## src/rtl/itcst_defines.vh

```
`ifndef ITCST_DEFINES_VH
`define ITCST_DEFINES_VH

// command codes
`define ITCST_CMD_CLEAR_FAULTS 8'h03
`define ITCST_CMD_INPUT_FAULTS 8'h7c
`define ITCST_CMD_TEMP_FAULTS 8'h7d
`define ITCST_CMD_CML_FAULTS 8'h7e
`define ITCST_CMD_VENDOR_FLAGS 8'h80
`define ITCST_CMD_VIN_READING 8'h88
`define ITCST_CMD_IIN_READING 8'h89

// input_fault_summary field positions and used-bit mask
`define ITCST_IN_VIN_OV 7
`define ITCST_IN_VIN_UV 4
`define ITCST_IN_IIN_OC 2
`define ITCST_IN_USED 8'h94

// temperature_fault_summary field positions and used-bit mask
`define ITCST_TMP_OT_FAULT 7
`define ITCST_TMP_OT_WARN 6
`define ITCST_TMP_UT_FAULT 4
`define ITCST_TMP_USED 8'hd0

// comm_logic_memory_faults field positions and used-bit mask
`define ITCST_CML_BAD_CMD 7
`define ITCST_CML_BAD_DATA 6
`define ITCST_CML_PEC 5
`define ITCST_CML_MEM 4
`define ITCST_CML_PROC 3
`define ITCST_CML_COMM_OTHER 1
`define ITCST_CML_LOGIC_OTHER 0
`define ITCST_CML_USED 8'hfb

// vendor_status_flags field positions and used-bit mask
`define ITCST_VND_OTP_FULL 1
`define ITCST_VND_USED 8'h02

// reset values
`define ITCST_STATUS_RST 8'h00
`define ITCST_READING_RST 16'h0000

// response lengths in data bytes
`define ITCST_LEN_NONE 2'h0
`define ITCST_LEN_BYTE 2'h1
`define ITCST_LEN_WORD 2'h2

`endif

```

## src/rtl/itcst_sticky.v

```verilog
`timescale 1ns/1ps
`include "itcst_defines.vh"

// one status byte of sticky flags, unused positions forced to zero
module itcst_sticky
#(
  parameter WIDTH = 8,
  parameter [WIDTH-1:0] USED = {WIDTH{1'b1}}
)
(
  // clock and reset
  input wire i_clk,
  input wire i_rst_b,
  // events and clear
  input wire [WIDTH-1:0] i_set,
  input wire i_clr,
  // flag state
  output wire [WIDTH-1:0] o_flags,
  output wire [WIDTH-1:0] o_flags_next
);

reg [WIDTH-1:0] flags_q;
wire [WIDTH-1:0] flags_d;

// set is or-ed after the clear so an event in the clearing cycle survives
assign flags_d = ((i_clr ? {WIDTH{1'b0}} : flags_q) | i_set) & USED;

// flag storage
always @(posedge i_clk or negedge i_rst_b)
begin
  if (!i_rst_b)
  begin
    flags_q <= {WIDTH{1'b0}};
  end
  else
  begin
    flags_q <= flags_d;
  end
end

assign o_flags = flags_q;
assign o_flags_next = flags_d;

endmodule

```

## src/rtl/itcst_top.v

```verilog
`timescale 1ns/1ps
`include "itcst_defines.vh"

module itcst_top
#(
  parameter READING_WIDTH = 16
)
(
  // clock and reset
  input wire I_CLOCK,
  input wire I_RST_B,
  // command port, one decoded transaction per strobe
  input wire I_CMD_VALID,
  input wire [7:0] I_CMD_CODE,
  input wire I_CMD_READ,
  input wire [1:0] I_CMD_NBYTES,
  input wire I_CMD_PEC_ERR,
  // response to each transaction
  output wire O_RSP_VALID,
  output wire O_RSP_NACK,
  output wire [1:0] O_RSP_LEN,
  output wire [15:0] O_RSP_DATA,
  // input supply fault detectors
  input wire I_VIN_OV,
  input wire I_VIN_UV,
  input wire I_IIN_OC,
  // temperature detectors
  input wire I_OT_FAULT,
  input wire I_OT_WARN,
  input wire I_UT_FAULT,
  // memory, processor and other fault sources
  input wire I_MEM_FAULT,
  input wire I_PROC_FAULT,
  input wire I_COMM_OTHER,
  input wire I_LOGIC_OTHER,
  input wire I_OTP_FULL,
  // telemetry samples
  input wire I_TLM_VALID,
  input wire [READING_WIDTH-1:0] I_VIN_MV,
  input wire [READING_WIDTH-1:0] I_IIN_CNT,
  // summary bits for the status byte and word
  output wire O_WORD_INPUT,
  output wire O_WORD_VENDOR,
  output wire O_BYTE_TEMP,
  output wire O_BYTE_CML
);

// command classification
wire cmd_known;
wire [1:0] cmd_len;
wire cmd_is_clear;
wire cmd_take;

// per-register event vectors
reg [7:0] in_set;
reg [7:0] tmp_set;
reg [7:0] cml_set;
reg [7:0] vnd_set;
reg clr_all;

// status flags and their next values
wire [7:0] in_flags;
wire [7:0] in_next;
wire [7:0] tmp_flags;
wire [7:0] tmp_next;
wire [7:0] cml_flags;
wire [7:0] cml_next;
wire [7:0] vnd_flags;
wire [7:0] vnd_next;

// telemetry snapshots
reg [READING_WIDTH-1:0] vin_q;
reg [READING_WIDTH-1:0] iin_q;

// response registers
reg rsp_valid_q;
reg rsp_valid_d;
reg rsp_nack_q;
reg rsp_nack_d;
reg [1:0] rsp_len_q;
reg [1:0] rsp_len_d;
reg [15:0] rsp_data_q;
reg [15:0] rsp_data_d;

// summary registers
reg word_input_q;
reg word_vendor_q;
reg byte_temp_q;
reg byte_cml_q;

// data bytes returned by a read of a code, zero for non-readable codes
function [1:0] read_len;
  input [7:0] code;
  begin
    case (code)
      `ITCST_CMD_INPUT_FAULTS: read_len = `ITCST_LEN_BYTE;
      `ITCST_CMD_TEMP_FAULTS: read_len = `ITCST_LEN_BYTE;
      `ITCST_CMD_CML_FAULTS: read_len = `ITCST_LEN_BYTE;
      `ITCST_CMD_VENDOR_FLAGS: read_len = `ITCST_LEN_BYTE;
      `ITCST_CMD_VIN_READING: read_len = `ITCST_LEN_WORD;
      `ITCST_CMD_IIN_READING: read_len = `ITCST_LEN_WORD;
      default: read_len = `ITCST_LEN_NONE;
    endcase
  end
endfunction

// sign-extend a reading into the 16-bit response word
function [15:0] to_word;
  input [READING_WIDTH-1:0] value;
  reg [31:0] ext;
  begin
    ext = {{(32-READING_WIDTH){value[READING_WIDTH-1]}}, value};
    to_word = ext[15:0];
  end
endfunction

assign cmd_len = read_len(I_CMD_CODE);
assign cmd_is_clear = (I_CMD_CODE == `ITCST_CMD_CLEAR_FAULTS);
assign cmd_known = cmd_is_clear || (cmd_len != `ITCST_LEN_NONE);
// a transaction with a bad check byte is not executed: it only sets the packet bit and gets a nack
assign cmd_take = I_CMD_VALID && !I_CMD_PEC_ERR;

// detector levels into the fault registers, held while present
always @*
begin
  in_set = 8'h00;
  tmp_set = 8'h00;
  vnd_set = 8'h00;
  in_set[`ITCST_IN_VIN_OV] = I_VIN_OV;
  in_set[`ITCST_IN_VIN_UV] = I_VIN_UV;
  in_set[`ITCST_IN_IIN_OC] = I_IIN_OC;
  tmp_set[`ITCST_TMP_OT_FAULT] = I_OT_FAULT;
  tmp_set[`ITCST_TMP_OT_WARN] = I_OT_WARN;
  tmp_set[`ITCST_TMP_UT_FAULT] = I_UT_FAULT;
  vnd_set[`ITCST_VND_OTP_FULL] = I_OTP_FULL;
end

// command checking and communication, memory and logic events
always @*
begin
  cml_set = 8'h00;
  clr_all = 1'b0;
  cml_set[`ITCST_CML_MEM] = I_MEM_FAULT;
  cml_set[`ITCST_CML_PROC] = I_PROC_FAULT;
  cml_set[`ITCST_CML_COMM_OTHER] = I_COMM_OTHER;
  cml_set[`ITCST_CML_LOGIC_OTHER] = I_LOGIC_OTHER;
  if (I_CMD_VALID && I_CMD_PEC_ERR)
  begin
    cml_set[`ITCST_CML_PEC] = 1'b1;
  end
  else if (cmd_take && !cmd_known)
  begin
    cml_set[`ITCST_CML_BAD_CMD] = 1'b1;
  end
  else if (cmd_take && cmd_is_clear)
  begin
    // clear is a send-byte command: no data, no read
    if (I_CMD_READ || (I_CMD_NBYTES != 2'h0))
    begin
      cml_set[`ITCST_CML_BAD_DATA] = 1'b1;
    end
    else
    begin
      clr_all = 1'b1;
    end
  end
  else if (cmd_take && !I_CMD_READ)
  begin
    // read-only codes refuse any write and keep their contents
    cml_set[`ITCST_CML_BAD_DATA] = 1'b1;
  end
end

// input fault byte, global so no page selects it
itcst_sticky
#(
  .WIDTH(8),
  .USED(`ITCST_IN_USED)
)
u_in_flags
(
  .i_clk(I_CLOCK),
  .i_rst_b(I_RST_B),
  .i_set(in_set),
  .i_clr(clr_all),
  .o_flags(in_flags),
  .o_flags_next(in_next)
);

// temperature fault byte
itcst_sticky
#(
  .WIDTH(8),
  .USED(`ITCST_TMP_USED)
)
u_tmp_flags
(
  .i_clk(I_CLOCK),
  .i_rst_b(I_RST_B),
  .i_set(tmp_set),
  .i_clr(clr_all),
  .o_flags(tmp_flags),
  .o_flags_next(tmp_next)
);

// communication, memory and logic byte, bit 2 unused
itcst_sticky
#(
  .WIDTH(8),
  .USED(`ITCST_CML_USED)
)
u_cml_flags
(
  .i_clk(I_CLOCK),
  .i_rst_b(I_RST_B),
  .i_set(cml_set),
  .i_clr(clr_all),
  .o_flags(cml_flags),
  .o_flags_next(cml_next)
);

// vendor byte, only the otp-full bit is live
itcst_sticky
#(
  .WIDTH(8),
  .USED(`ITCST_VND_USED)
)
u_vnd_flags
(
  .i_clk(I_CLOCK),
  .i_rst_b(I_RST_B),
  .i_set(vnd_set),
  .i_clr(clr_all),
  .o_flags(vnd_flags),
  .o_flags_next(vnd_next)
);

// telemetry snapshots, replaced whole so a read never mixes two samples
always @(posedge I_CLOCK or negedge I_RST_B)
begin
  if (!I_RST_B)
  begin
    vin_q <= `ITCST_READING_RST;
    iin_q <= `ITCST_READING_RST;
  end
  else if (I_TLM_VALID)
  begin
    vin_q <= I_VIN_MV;
    iin_q <= I_IIN_CNT;
  end
end

// response decode; a refused transaction returns no data
always @*
begin
  rsp_valid_d = I_CMD_VALID;
  rsp_nack_d = 1'b0;
  rsp_len_d = `ITCST_LEN_NONE;
  rsp_data_d = 16'h0000;
  if (!I_CMD_VALID)
  begin
    rsp_valid_d = 1'b0;
  end
  else if (I_CMD_PEC_ERR || !cmd_known)
  begin
    rsp_nack_d = 1'b1;
  end
  else if (cmd_is_clear)
  begin
    rsp_nack_d = I_CMD_READ || (I_CMD_NBYTES != 2'h0);
  end
  else if (!I_CMD_READ)
  begin
    rsp_nack_d = 1'b1;
  end
  else
  begin
    rsp_len_d = cmd_len;
    case (I_CMD_CODE)
      `ITCST_CMD_INPUT_FAULTS: rsp_data_d = {8'h00, in_flags};
      `ITCST_CMD_TEMP_FAULTS: rsp_data_d = {8'h00, tmp_flags};
      `ITCST_CMD_CML_FAULTS: rsp_data_d = {8'h00, cml_flags};
      `ITCST_CMD_VENDOR_FLAGS: rsp_data_d = {8'h00, vnd_flags};
      `ITCST_CMD_VIN_READING: rsp_data_d = to_word(vin_q);
      `ITCST_CMD_IIN_READING: rsp_data_d = to_word(iin_q);
      default: rsp_data_d = 16'h0000;
    endcase
  end
end

// response registers, one cycle after the strobe
always @(posedge I_CLOCK or negedge I_RST_B)
begin
  if (!I_RST_B)
  begin
    rsp_valid_q <= 1'b0;
    rsp_nack_q <= 1'b0;
    rsp_len_q <= `ITCST_LEN_NONE;
    rsp_data_q <= 16'h0000;
  end
  else
  begin
    rsp_valid_q <= rsp_valid_d;
    rsp_nack_q <= rsp_nack_d;
    rsp_len_q <= rsp_len_d;
    rsp_data_q <= rsp_data_d;
  end
end

// summaries track the next flag values so they change with the flags
always @(posedge I_CLOCK or negedge I_RST_B)
begin
  if (!I_RST_B)
  begin
    word_input_q <= 1'b0;
    word_vendor_q <= 1'b0;
    byte_temp_q <= 1'b0;
    byte_cml_q <= 1'b0;
  end
  else
  begin
    word_input_q <= |in_next;
    word_vendor_q <= |vnd_next;
    byte_temp_q <= |tmp_next;
    byte_cml_q <= |cml_next;
  end
end

// outputs straight from flops
assign O_RSP_VALID = rsp_valid_q;
assign O_RSP_NACK = rsp_nack_q;
assign O_RSP_LEN = rsp_len_q;
assign O_RSP_DATA = rsp_data_q;
assign O_WORD_INPUT = word_input_q;
assign O_WORD_VENDOR = word_vendor_q;
assign O_BYTE_TEMP = byte_temp_q;
assign O_BYTE_CML = byte_cml_q;

endmodule

```

## config.mk

```make
export PLATFORM = sky130hd
export DESIGN_NAME = itcst_top
export DESIGN_NICKNAME = d
export VERILOG_FILES = /design/src/rtl/itcst_sticky.v /design/src/rtl/itcst_top.v
export VERILOG_INCLUDE_DIRS = /design/src /design/src/rtl
export SDC_FILE = /design/constraint.sdc
export NUM_CORES = 1
export LEC_CHECK = 0
export BUFFER_PORTS_ARGS = -buffer_cell sky130_fd_sc_hd__buf_4
export CAP_MARGIN = 20
export CORE_MARGIN = 2
export CORE_UTILIZATION = 30
export DETAILED_ROUTE_END_ITERATION = 7
export PLACE_DENSITY = 0.52
export SYNTH_ARGS = -nofsm -noshare
export SYNTH_HDL_FRONTEND = slang
export SYNTH_SLANG_ARGS = --single-unit
```

## constraint.sdc

```tcl
create_clock -name I_CLOCK -period 1.82 [get_ports I_CLOCK]
set_input_delay 0.364 -clock I_CLOCK [delete_from_list [all_inputs] [get_ports I_CLOCK]]
set_output_delay 0.364 -clock I_CLOCK [all_outputs]
set_load 0.1 [all_outputs]
```

==> summary.md, run 1 <==
| Metric | Value |
|---|---|
| Vias in the first global route | `approximately 2200` |
| Fin Hold WS | `0.1717 ns` |
| Non-Filler Instances | `about 470` |
| Data arrival, critical path | `roughly 1.8 ns` |
| GRT Total Usage | `between 10 and 15%` |
| I/O pin count | `83` |
| Port bufs | `82` |
| Synth Net Count | `292` |
| Initial DRC Count | `94` |
| Slowest stage cell, crit path | `or3_1` |
| Status | `finished clean` |
| Reg2Reg Depth | `3` |
| Initial antenna violation count | `0` |
| RD Place Congestion | `slightly below 0.9` |
| CP max FO | `8` |
| Power Dens Cells | `between 800 and 900 nW/um^2` |
| Worst EP required | `between 2 and 2.5 ns` |
| Global Route met3 Usage | `5.746%` |
| Core area | `slightly above 9000 um^2` |
| Critical path, cell by cell | `buf_4 > nor4_4 > nand4_4 > or2_4 > a21o_1 > or3_1` |
| Register bit total from synthesis | `roughly 70` |
| Vias per inst | `~4.5` |
| Async S/R FF share, synth | `100.0%` |
| Routed wire length | `between 6000 and 7000 um` |
| Tmin final | `about 1.6 ns` |
| Fill cell count | `roughly 890` |
| Distinct cell type count after synthesis | `34` |
| Final TNS setup | `0 ns` |
| Mapped Cells | `approximately 230` |
| Maximum clock insertion buffer count | `2` |
| Detailed Routing Iterations Pass 1 | `4` |
| Post-synth top flop | `dfrtp_1` |
| Final Max Tran Viols | `0` |
| CTS clk-pin slew, worst paths | `roughly 0.080 ns` |
| CTS tree | `yes` |
| GR met2 Demand/Resource | `21.47%` |
| Routed len/inst | `14.81 um` |
| First-pass GRT wire length | `11240 um` |
| Peak supply drop | `approximately 0.36 mV` |
| Setup crit end kind | `flip-flop` |
| Hold Vio Cnt, Final | `0` |
| Critical path launch point type | `input port` |
| Max-cap violations | `0` |
| Yosys warns | `0` |
| Num CTS Buffers | `9` |
| # resized after CTS | `0` |
| Root buf cell | `clkbuf_8` |
| CP max stage delay | `0.37 ns` |
| Die width | `102.4 um` |
| Worst Max-Slew Pin Slew | `slightly below 0.7 ns` |
| Layout cell share with drive strength beyond 1 | `45.77%` |
| Max transition margin | `between 50% and 60%` |
| # diodes | `0` |
| Hold Crit Class | `in2reg` |
| Largest net degree at the start of global routing | `45` |
| Syn Std Cell Area | `between 2000 and 3000 um^2` |
| Routed vias | `2138` |
| Worst reg-to-reg setup slack | `~0.67 ns` |
| Leak | `between 1.5 and 2 nW` |
| Die ar. | `between 10000 and 15000 um^2` |
| Worst setup path startpoint | `I_CMD_CODE[6]` |
| Endpoint, Worst Hold | `O_RSP_VALID` |
| Synth Area per Inst | `~12 um^2` |
| HP Start | `I_CMD_VALID` |
| Clock skew | `approximately 0.0046 ns` |
| Dpl cells | `between 400 and 500` |
| Num rows | `35` |
| Capture point of the worst reg-to-reg path | `O_RSP_DATA[4]` |
| Post-synth EDFFs | `0` |
| Antenna Nets Post-Route | `0` |
| Final Cycle Share | `87.12%` |
| Nets | `~400` |
| TritonCTS Sinks | `roughly 70` |
| Register area share after synthesis | `roughly 59%` |
| Final setup violation count | `0` |
| Layout area overhead | `39.39%` |
| Post-DP HPWL | `about 5100 um` |
| Starting density of the core | `31.16%` |
| Routing usage on met1 | `18.60%` |
| Most heavily used metal layer in global routing | `met2` |
| Clk Latency, worst-skew pair | `~0.34 ns` |
| CP Class | `in2reg` |
| Min-Delay Path Depth | `1` |
| Congestion Overflow GR | `0` |
| H-tree levels | `3` |
| RR Startpoint | `u_in_flags.o_flags[4]` |
| RSZ-0062 raised after global routing | `false` |
| Die Ht | `102.4 um` |
| Final Power | `3.455 mW` |
| Drt drc | `0` |
| Max Freq | `approximately 630 MHz` |
logic make-up after synthesis:
family / after synthesis / share of synthesized area, %
simple gates: 65 / 12.31
flops: 69 / 59.41
buf+inv: 14 / 2.066
compound gates: 37 / 8.222
mux: 48 / 17.99
flip-flops by register name, summed over array words and instances (netlist names):
| signal | cells |
|---|---|
| O_BYTE_TEMP | 1 |
| iin_q | 16 |
| u_in_flags.o_flags | 3 |
| u_cml_flags.o_flags | 7 |
| O_BYTE_CML | 1 |
| O_RSP_DATA | 16 |
| vin_q | 16 |
| O_WORD_VENDOR | 1 |
| O_RSP_NACK | 1 |
| u_tmp_flags.o_flags | 3 |
| O_RSP_LEN | 2 |
| O_WORD_INPUT | 1 |
| O_RSP_VALID | 1 |
worst max-delay path: cells and delay by family:
family                 cells  cell delay (ns)
and+or+nand+nor            4             1.12
buffers and inverters      1             0.12
AOI/OAI and AO/OA          1             0.20
Yosys cell counts (5+ instances only):
master    count  area (um^2)
dfrtp_1      69         1727
nand2_1       8        30.03
a21o_1       12        90.09
nand3_1       7        35.03
clkbuf_1      5        18.77
a21oi_1      13        65.06
mux2i_1      14        140.1
mux2_2       34        382.9
nor2_1       26        97.59
power by group:
| part | switching (mW) | total (mW) | internal, mW |
|---|---|---|---|
| Sequential | 0.0383 | 1.65 | 1.61 |
| Clock | 0.600 | 1.45 | 0.849 |
| Combinational | 0.159 | 0.358 | 0.199 |
| Total | 0.797 | 3.46 | 2.66 |
metrics by stage:
stage | util, % | cell area [um^2] | worst slack (ns)
floorplan | - | 2908 | -0.1192
global placement | 40.83 | 3809 | -0.08678
detailed placement | 40.83 | 3809 | -0.1289
CTS | 43.43 | 4051 | 0.2385
global route | 43.43 | 4051 | 0.1407
finish | 43.43 | 4051 | 0.2344
placed cells by master (no fill, tap or decap):
cell type | Yosys | final
nor3_1 | 2 | 2
inv_1 | 4 | 4
o211ai_1 | 1 | 1
o21a_1 | 1 | 1
nand2_1 | 8 | 8
o221a_2 | 1 | 1
nand4_4 | 1 | 1
buf_4 | 0 | 102
buf_12 | 0 | 1
nor2b_1 | 2 | 2
or3_1 | 2 | 2
nor4_4 | 1 | 1
a21o_1 | 12 | 12
o21ai_0 | 4 | 4
or4_1 | 1 | 1
inv_6 | 0 | 1
clkinv_2 | 0 | 1
or2_4 | 1 | 1
o2111ai_1 | 1 | 1
and3_1 | 4 | 4
dlygate4sd3_1 | 0 | 1
nor2_1 | 26 | 26
nand2b_1 | 1 | 1
o21bai_1 | 1 | 1
and4b_1 | 1 | 1
nand4_1 | 2 | 2
a21oi_1 | 13 | 13
nand3_1 | 7 | 7
mux2_2 | 34 | 34
dfrtp_1 | 69 | 69
clkinvlp_4 | 0 | 1
o22ai_1 | 1 | 1
bufinv_16 | 0 | 2
nor3b_1 | 2 | 2
a22oi_1 | 2 | 2
nand3b_1 | 2 | 2
clkbuf_8 | 0 | 11
mux2i_1 | 14 | 14
nand4b_1 | 2 | 2
area by class of cell:
class / count / area, um^2 / share of cell area (%)
repair buffers: 104 / 795.8 / 19.64
well taps: 129 / 161.4 / 3.984
inverters: 4 / 15.01 / 0.3706
clock buffers: 11 / 151.4 / 3.737
clock inverters: 5 / 81.33 / 2.007
multi-input cells: 150 / 1120 / 27.64
flip-flops and latches: 69 / 1727 / 42.62
layer usage:
layer | vias to the layer above | share of wire, %
li1 | 1033 | -
met1 | 1023 | 45
met2 | 75 | 45
met3 | 7 | 8.6
met4 | 0 | 1.5
met5 | - | 0
worst max path at each step:
stage | endpoint | depth (start not counted) | slack (ns)
final | O_BYTE_TEMP | 6 | 0.23
after global routing | O_RSP_DATA[4] | 7 | 0.14
after CTS | O_BYTE_TEMP | 6 | 0.24
after detailed placement | O_BYTE_TEMP | 6 | -0.13
after global placement | O_WORD_INPUT | 6 | -0.09
after floorplan | O_BYTE_TEMP | 6 | -0.12
what timing repair did:
item,in CTS,in global routing
hold endpoints to repair,25,0
hold buffers,1,0
endpoints found under the setup margin,0,0
buffers inserted,0,0
Note: power is estimated with default switching activity, not from simulation.
==> inputs of run 2 (changes only) <==
CTS_BUF_LIST = sky130_fd_sc_hd__clkbuf_8   (was unset)
clock period = 1.7 ns   (was 1.82 ns; I/O delays follow)
==> run 2 against run 1 <==
  * Via count is 2.2% higher
  * Critical path depth unchanged
  * Register-to-register slack got worse by 0.09 ns
  * Critical endpoint is now O_WORD_INPUT
  * Clock power decreased by 9.7%
==> summary.md, run 2 (synthesis gave the netlist of run 1 again) <==
| Metric | Value |
|---|---|
| Num rows | `35` |
| Layout area overhead | `39.26%` |
| Fin Hold WS | `roughly 0.17 ns` |
| Layout cell share with drive strength beyond 1 | `approximately 46%` |
| Worst reg-to-reg setup slack | `~0.58 ns` |
| Core area | `~9300 um^2` |
| Final Max Tran Viols | `0` |
| Reg2Reg Depth | `3` |
| Die ar. | `~10000 um^2` |
| Antenna Nets Post-Route | `0` |
| Setup crit end kind | `flip-flop` |
| HP Start | `I_MEM_FAULT` |
| Capture point of the worst reg-to-reg path | `O_RSP_DATA[4]` |
| Initial antenna violation count | `0` |
| Comb power frac | `11.3%` |
| Worst EP required | `approximately 1.9 ns` |
| Vias in the first global route | `approximately 2300` |
| CTS tree | `yes` |
| Final setup violation count | `0` |
| Initial DRC Count | `58` |
| Switching Share | `about a quarter` |
| Clock skew | `approximately 0.0064 ns` |
| Die Ht | `a little over 100 um` |
| Max-cap violations | `0` |
| Congestion Overflow GR | `0` |
| Power share of the clock group | `a little under two fifths` |
| Starting density of the core | `~31%` |
| Maximum clock insertion buffer count | `2` |
| Leak | `between 1.5 and 2 nW` |
| Routed vias | `2185` |
| CTS clk-pin slew, worst paths | `roughly 0.070 ns` |
| Tmin final | `roughly 1.5 ns` |
| Hold Crit Class | `in2reg` |
| Dpl cell area | `between 3000 and 4000 um^2` |
| Endpoint, Worst Hold | `u_cml_flags.o_flags[4]` |
| Peak supply drop | `around 0.6 mV` |
| CP Class | `in2reg` |
| Final Power | `~3.5 mW` |
| Drt drc | `0` |
| Flop pwr share | `between 50 and 60%` |
| Vias per inst | `approximately 4.6` |
| Hold Vio Cnt, Final | `0` |
| Routed wire length | `between 6000 and 7000 um` |
| TritonCTS Sinks | `just under 70` |
| RR Startpoint | `u_in_flags.o_flags[4]` |
| Power Dens Cells | `approximately 860 nW/um^2` |
| Final TNS setup | `0 ns` |
| # diodes | `0` |
| Max transition margin | `between 50 and 60%` |
| I/O pin count | `83` |
| H-tree levels | `3` |
| Status | `finished clean` |
| Detailed Routing Iterations Pass 1 | `4` |
| RD Place Congestion | `about 0.85` |
| Min-Delay Path Depth | `2` |
| Largest net degree at the start of global routing | `33` |
| Num CTS Buffers | `9` |
| GRT Total Usage | `between 10 and 15%` |
| Most frequent cells in the layout | `107 x buf_4, 69 x dfrtp_1, 34 x mux2_2, 26 x nor2_1, 14 x mux2i_1` |
| Final Cycle Share | `between 90% and 100%` |
| CP max FO | `8` |
| Data arrival, critical path | `between 1.5 and 2 ns` |
| Max Freq | `around 650 MHz` |
| First-pass GRT wire length | `roughly 11000 um` |
| Commonest non-fill, non-tap cell in the layout | `buf_4` |
| Fin util | `roughly 43%` |
| Routed len/inst | `14.44 um` |
| Critical path launch point type | `input port` |
| # resized after CTS | `0` |
| Root buf cell | `clkbuf_8` |
| Clk Latency, worst-skew pair | `~0.34 ns` |
| Die width | `between 100 and 150 um` |
| Post-DP HPWL | `5171 um` |
| NetSw | `818.7 uW` |
| Nets | `402` |
| Port bufs | `82` |
| Post-route cell area | `around 4000 um^2` |
| Internal Pwr Total | `between 2 and 3 mW` |
| Worst Max-Slew Pin Slew | `around 0.65 ns` |
| RSZ-0062 raised after global routing | `false` |
run 2: power groups by stage:
| stage | logic [mW] | registers (mW) | clock network, mW |
|---|---|---|---|
| 3_5_place_dp | 0.396 | 1.80 | 0 |
| 4_1_cts | 0.399 | 1.77 | 1.37 |
| 6_report | 0.391 | 1.76 | 1.31 |
| 5_1_grt | 0.433 | 1.78 | 1.44 |
| 2_1_floorplan | 0.165 | 1.81 | 0 |
| 3_3_place_gp | 0.389 | 1.80 | 0 |
run 2: layout make-up:
cell class | instances | area (um^2)
inverter | 4 | 15.01
tap | 129 | 161.4
timing repair buffer | 109 | 833.3
clock inverter | 6 | 53.80
fill | 900 | 5280
clock buffer | 10 | 137.6
multi-input combinational | 150 | 1120
sequential | 69 | 1727
run 2: metal layers:
metal	global-route usage, %	up-vias	wire, um	share of wire, %
li1	-	1048	-	-
met1	18.62	1040	2940	43
met2	21.47	80	3151	46
met3	5.882	17	621	9.0
met4	7.385	0	175	2.5
met5	0	-	0	0
run 2: worst max-delay path, cell delays in order:
cell and delay (ns):
buf_4 0.12, nor4_4 0.33, nand4_4 0.11, or2_4 0.29, a21o_1 0.20, or3_1 0.37
run 2: timing repair:
item	in CTS	in global routing
hold endpoints to repair	29	0
setup buffers	0	0
hold buffers	1	0
run 2: how the worst max path moves through the flow:
stage / startpoint / to / slack (ns) / cells past startpoint
finish: I_CMD_CODE[6] / O_WORD_INPUT / 0.15 / 6
global route: I_CMD_CODE[6] / O_RSP_DATA[7] / 0.03 / 7
CTS: I_CMD_CODE[6] / O_WORD_INPUT / 0.16 / 6
detailed placement: I_CMD_CODE[6] / O_WORD_INPUT / -0.20 / 6
global placement: I_CMD_CODE[6] / O_WORD_INPUT / -0.18 / 6
floorplan: I_CMD_CODE[6] / O_BYTE_TEMP / -0.22 / 6
run 2: metrics by stage:
step,std cells,setup WS (ns)
floorplan,233,-0.2152
global placement,460,-0.1810
detailed placement,460,-0.2041
CTS,477,0.1618
global route,477,0.02649
finish,477,0.1512
==> inputs of run 3 (changes only) <==
CTS_CLUSTER_DIAMETER = 40   (was unset)
PLACE_DENSITY = 0.51   (was 0.52)
SYNTH_HIERARCHICAL = 1   (was unset)
==> run 3 against run 2 <==
  * The run now ends with setup timing left
  * Sequential cell count up 1
  * Largest cell class unchanged
  * Via count up 8.9%
  * First-iteration DRC count down 22%
==> summary.md, run 3 <==
| Metric | Value |
|---|---|
| CTS clk-pin slew, worst paths | `roughly 0.070 ns` |
| Vias in the first global route | `~2400` |
| Non-Filler Instances | `547` |
| Hold Crit Class | `in2reg` |
| Max-cap violations | `0` |
| Clk Latency, worst-skew pair | `between 0.3 and 0.4 ns` |
| Fin util | `a little over 40%` |
| Setup crit end kind | `flip-flop` |
| Data arrival, critical path | `between 2 and 2.5 ns` |
| Post-DP HPWL | `roughly 5900 um` |
| Final worst slack | `-0.4406 ns` |
| Final Cycle Share | `125.9%` |
| CTS tree | `yes` |
| Final Max Tran Viols | `0` |
| Tmin final | `2.141 ns` |
| # diodes | `0` |
| Syn Std Cell Area | `roughly 3400 um^2` |
| Multi-input gate area | `approximately 1500 um^2` |
| Mapped Cells | `290` |
| Min-Delay Path Depth | `2` |
| Peak supply drop | `approximately 0.35 mV` |
| Endpoint, Worst Hold | `u_in_flags/o_flags[2]` |
| Most frequent cells in the layout | `110 x buf_4, 70 x dfrtp_1, 37 x mux2_2, 36 x conb_1, 19 x mux2i_1` |
| Dpl cell area | `approximately 4200 um^2` |
| Drt drc | `0` |
| Routed wire length | `around 7600 um` |
| Routed vias | `between 2000 and 2500` |
| Maximum clock insertion buffer count | `2` |
| Yosys warns | `6` |
| Layout area overhead | `33.88%` |
| Congestion Overflow GR | `0` |
| HP Start | `I_IIN_OC` |
| RR Startpoint | `iin_q[4]` |
| Num CTS Buffers | `9` |
| Port bufs | `about 80` |
| TritonCTS Sinks | `70` |
| Capture point of the worst reg-to-reg path | `O_RSP_DATA[4]` |
| Initial DRC Count | `45` |
| Layout cell share with drive strength beyond 1 | `a little under half` |
| Num rows | `38` |
| Status | `finished with violations` |
| Post-route cell area | `4529 um^2` |
| RD Place Congestion | `between 0.7 and 0.8` |
| CP max FO | `3` |
| Worst reg-to-reg setup slack | `between 0.4 and 0.5 ns` |
| Nets | `about 460` |
| Core area | `10940 um^2` |
| Vias per inst | `between 4 and 5` |
| Largest net degree at the start of global routing | `36` |
| Die ar. | `between 10000 and 15000 um^2` |
| Max Freq | `467.2 MHz` |
| Root buf cell | `clkbuf_8` |
| CP Class | `in2reg` |
| Power Dens Cells | `between 800 and 900 nW/um^2` |
| Synth Area per Inst | `approximately 12 um^2` |
| First-pass GRT wire length | `approximately 12000 um` |
| Fill cell count | `1108` |
| Leak | `between 2 and 2.5 nW` |
| Commonest non-fill, non-tap cell in the layout | `buf_4` |
| Critical path launch point type | `input port` |
| Dpl cells | `527` |
| Hold Vio Cnt, Final | `0` |
| Storage cell area | `1752 um^2` |
| Routed len/inst | `~14 um` |
| Antenna Nets Post-Route | `0` |
| Worst EP required | `about 1.9 ns` |
| Final setup violation count | `18` |
| GRT Total Usage | `between 10% and 20%` |
| Reg2Reg Depth | `4` |
| Starting density of the core | `30.94%` |
| H-tree levels | `3` |
| RSZ-0062 raised after global routing | `true` |
| Clock skew | `about 0.0067 ns` |
| Initial antenna violation count | `0` |
| Die width | `between 100 and 150 um` |
| Die Ht | `roughly 110 um` |
| Failing checks | `setup timing` |
| I/O pin count | `83` |
| Detailed Routing Iterations Pass 1 | `5` |
==> run 3: worst max path at each step <==
stage	startpoint	endpoint	slack, ns	cells past startpoint
4_1_cts	I_CMD_CODE[2]	O_BYTE_TEMP	-0.43	9
3_5_place_dp	I_CMD_CODE[2]	O_BYTE_CML	-0.86	8
5_1_grt	I_CMD_CODE[2]	O_BYTE_TEMP	-0.55	9
2_1_floorplan	I_CMD_CODE[2]	O_BYTE_CML	-0.59	7
3_3_place_gp	I_CMD_CODE[2]	O_BYTE_CML	-0.88	8
6_report	I_CMD_CODE[2]	O_BYTE_TEMP	-0.44	9
==> run 3: report_power, final <==
part	internal (mW)	leakage, nW	switching [mW]
logic	0.256	1.13	0.203
clock network	0.863	0.118	0.632
registers	1.75	0.811	0.0386
==> run 3: final cells by class <==
class	count	area share [%]
Clock buffer	10	3.039
Clock inverter	6	1.906
Inverter	5	0.4696
Multi-Input combinational cell	201	32.60
Sequential cell	70	38.67
Tap cell	140	3.867
Timing Repair Buffer	115	19.45
==> run 3: metrics by stage <==
| stage | total power [mW] | hold WS (ns) | setup WS [ns] | TNS [ns] |
|---|---|---|---|---|
| 2_1_floorplan | 2.100 | 0.04441 | -0.5892 | -6.682 |
| 3_3_place_gp | 2.265 | 0.3166 | -0.8808 | -14.48 |
| 3_5_place_dp | 2.273 | 0.3162 | -0.8616 | -14.72 |
| 4_1_cts | 3.800 | 0.1735 | -0.4332 | -2.492 |
| 5_1_grt | 3.923 | 0.1970 | -0.5467 | -4.100 |
| 6_report | 3.740 | 0.1923 | -0.4406 | -2.798 |
==> run 3: timing repair <==
action | in CTS | in global routing
endpoints found under the hold margin | 32 | 0
hold buffers | 1 | 0
resized for setup | 8 | 6
setup endpoints to repair | 25 | 22
pin swaps | 7 | 4
setup buffers | 3 | 2
==> run 3: worst max-delay path, cell delays in order <==
cell     delay [ns]
buf_6          0.09
or4_4          0.53
or4_4          0.52
nor3_4         0.18
buf_6          0.15
inv_4          0.03
a21o_1         0.17
nor4_2         0.26
nand2_1        0.09
==> run 3: layer usage <==
| layer | wire (um) | track usage (%) |
|---|---|---|
| met1 | 3336 | 16.70 |
| met4 | 176 | 8.036 |
| met5 | 0 | 0 |
| met2 | 3738 | 22.35 |
| met3 | 379 | 2.763 |
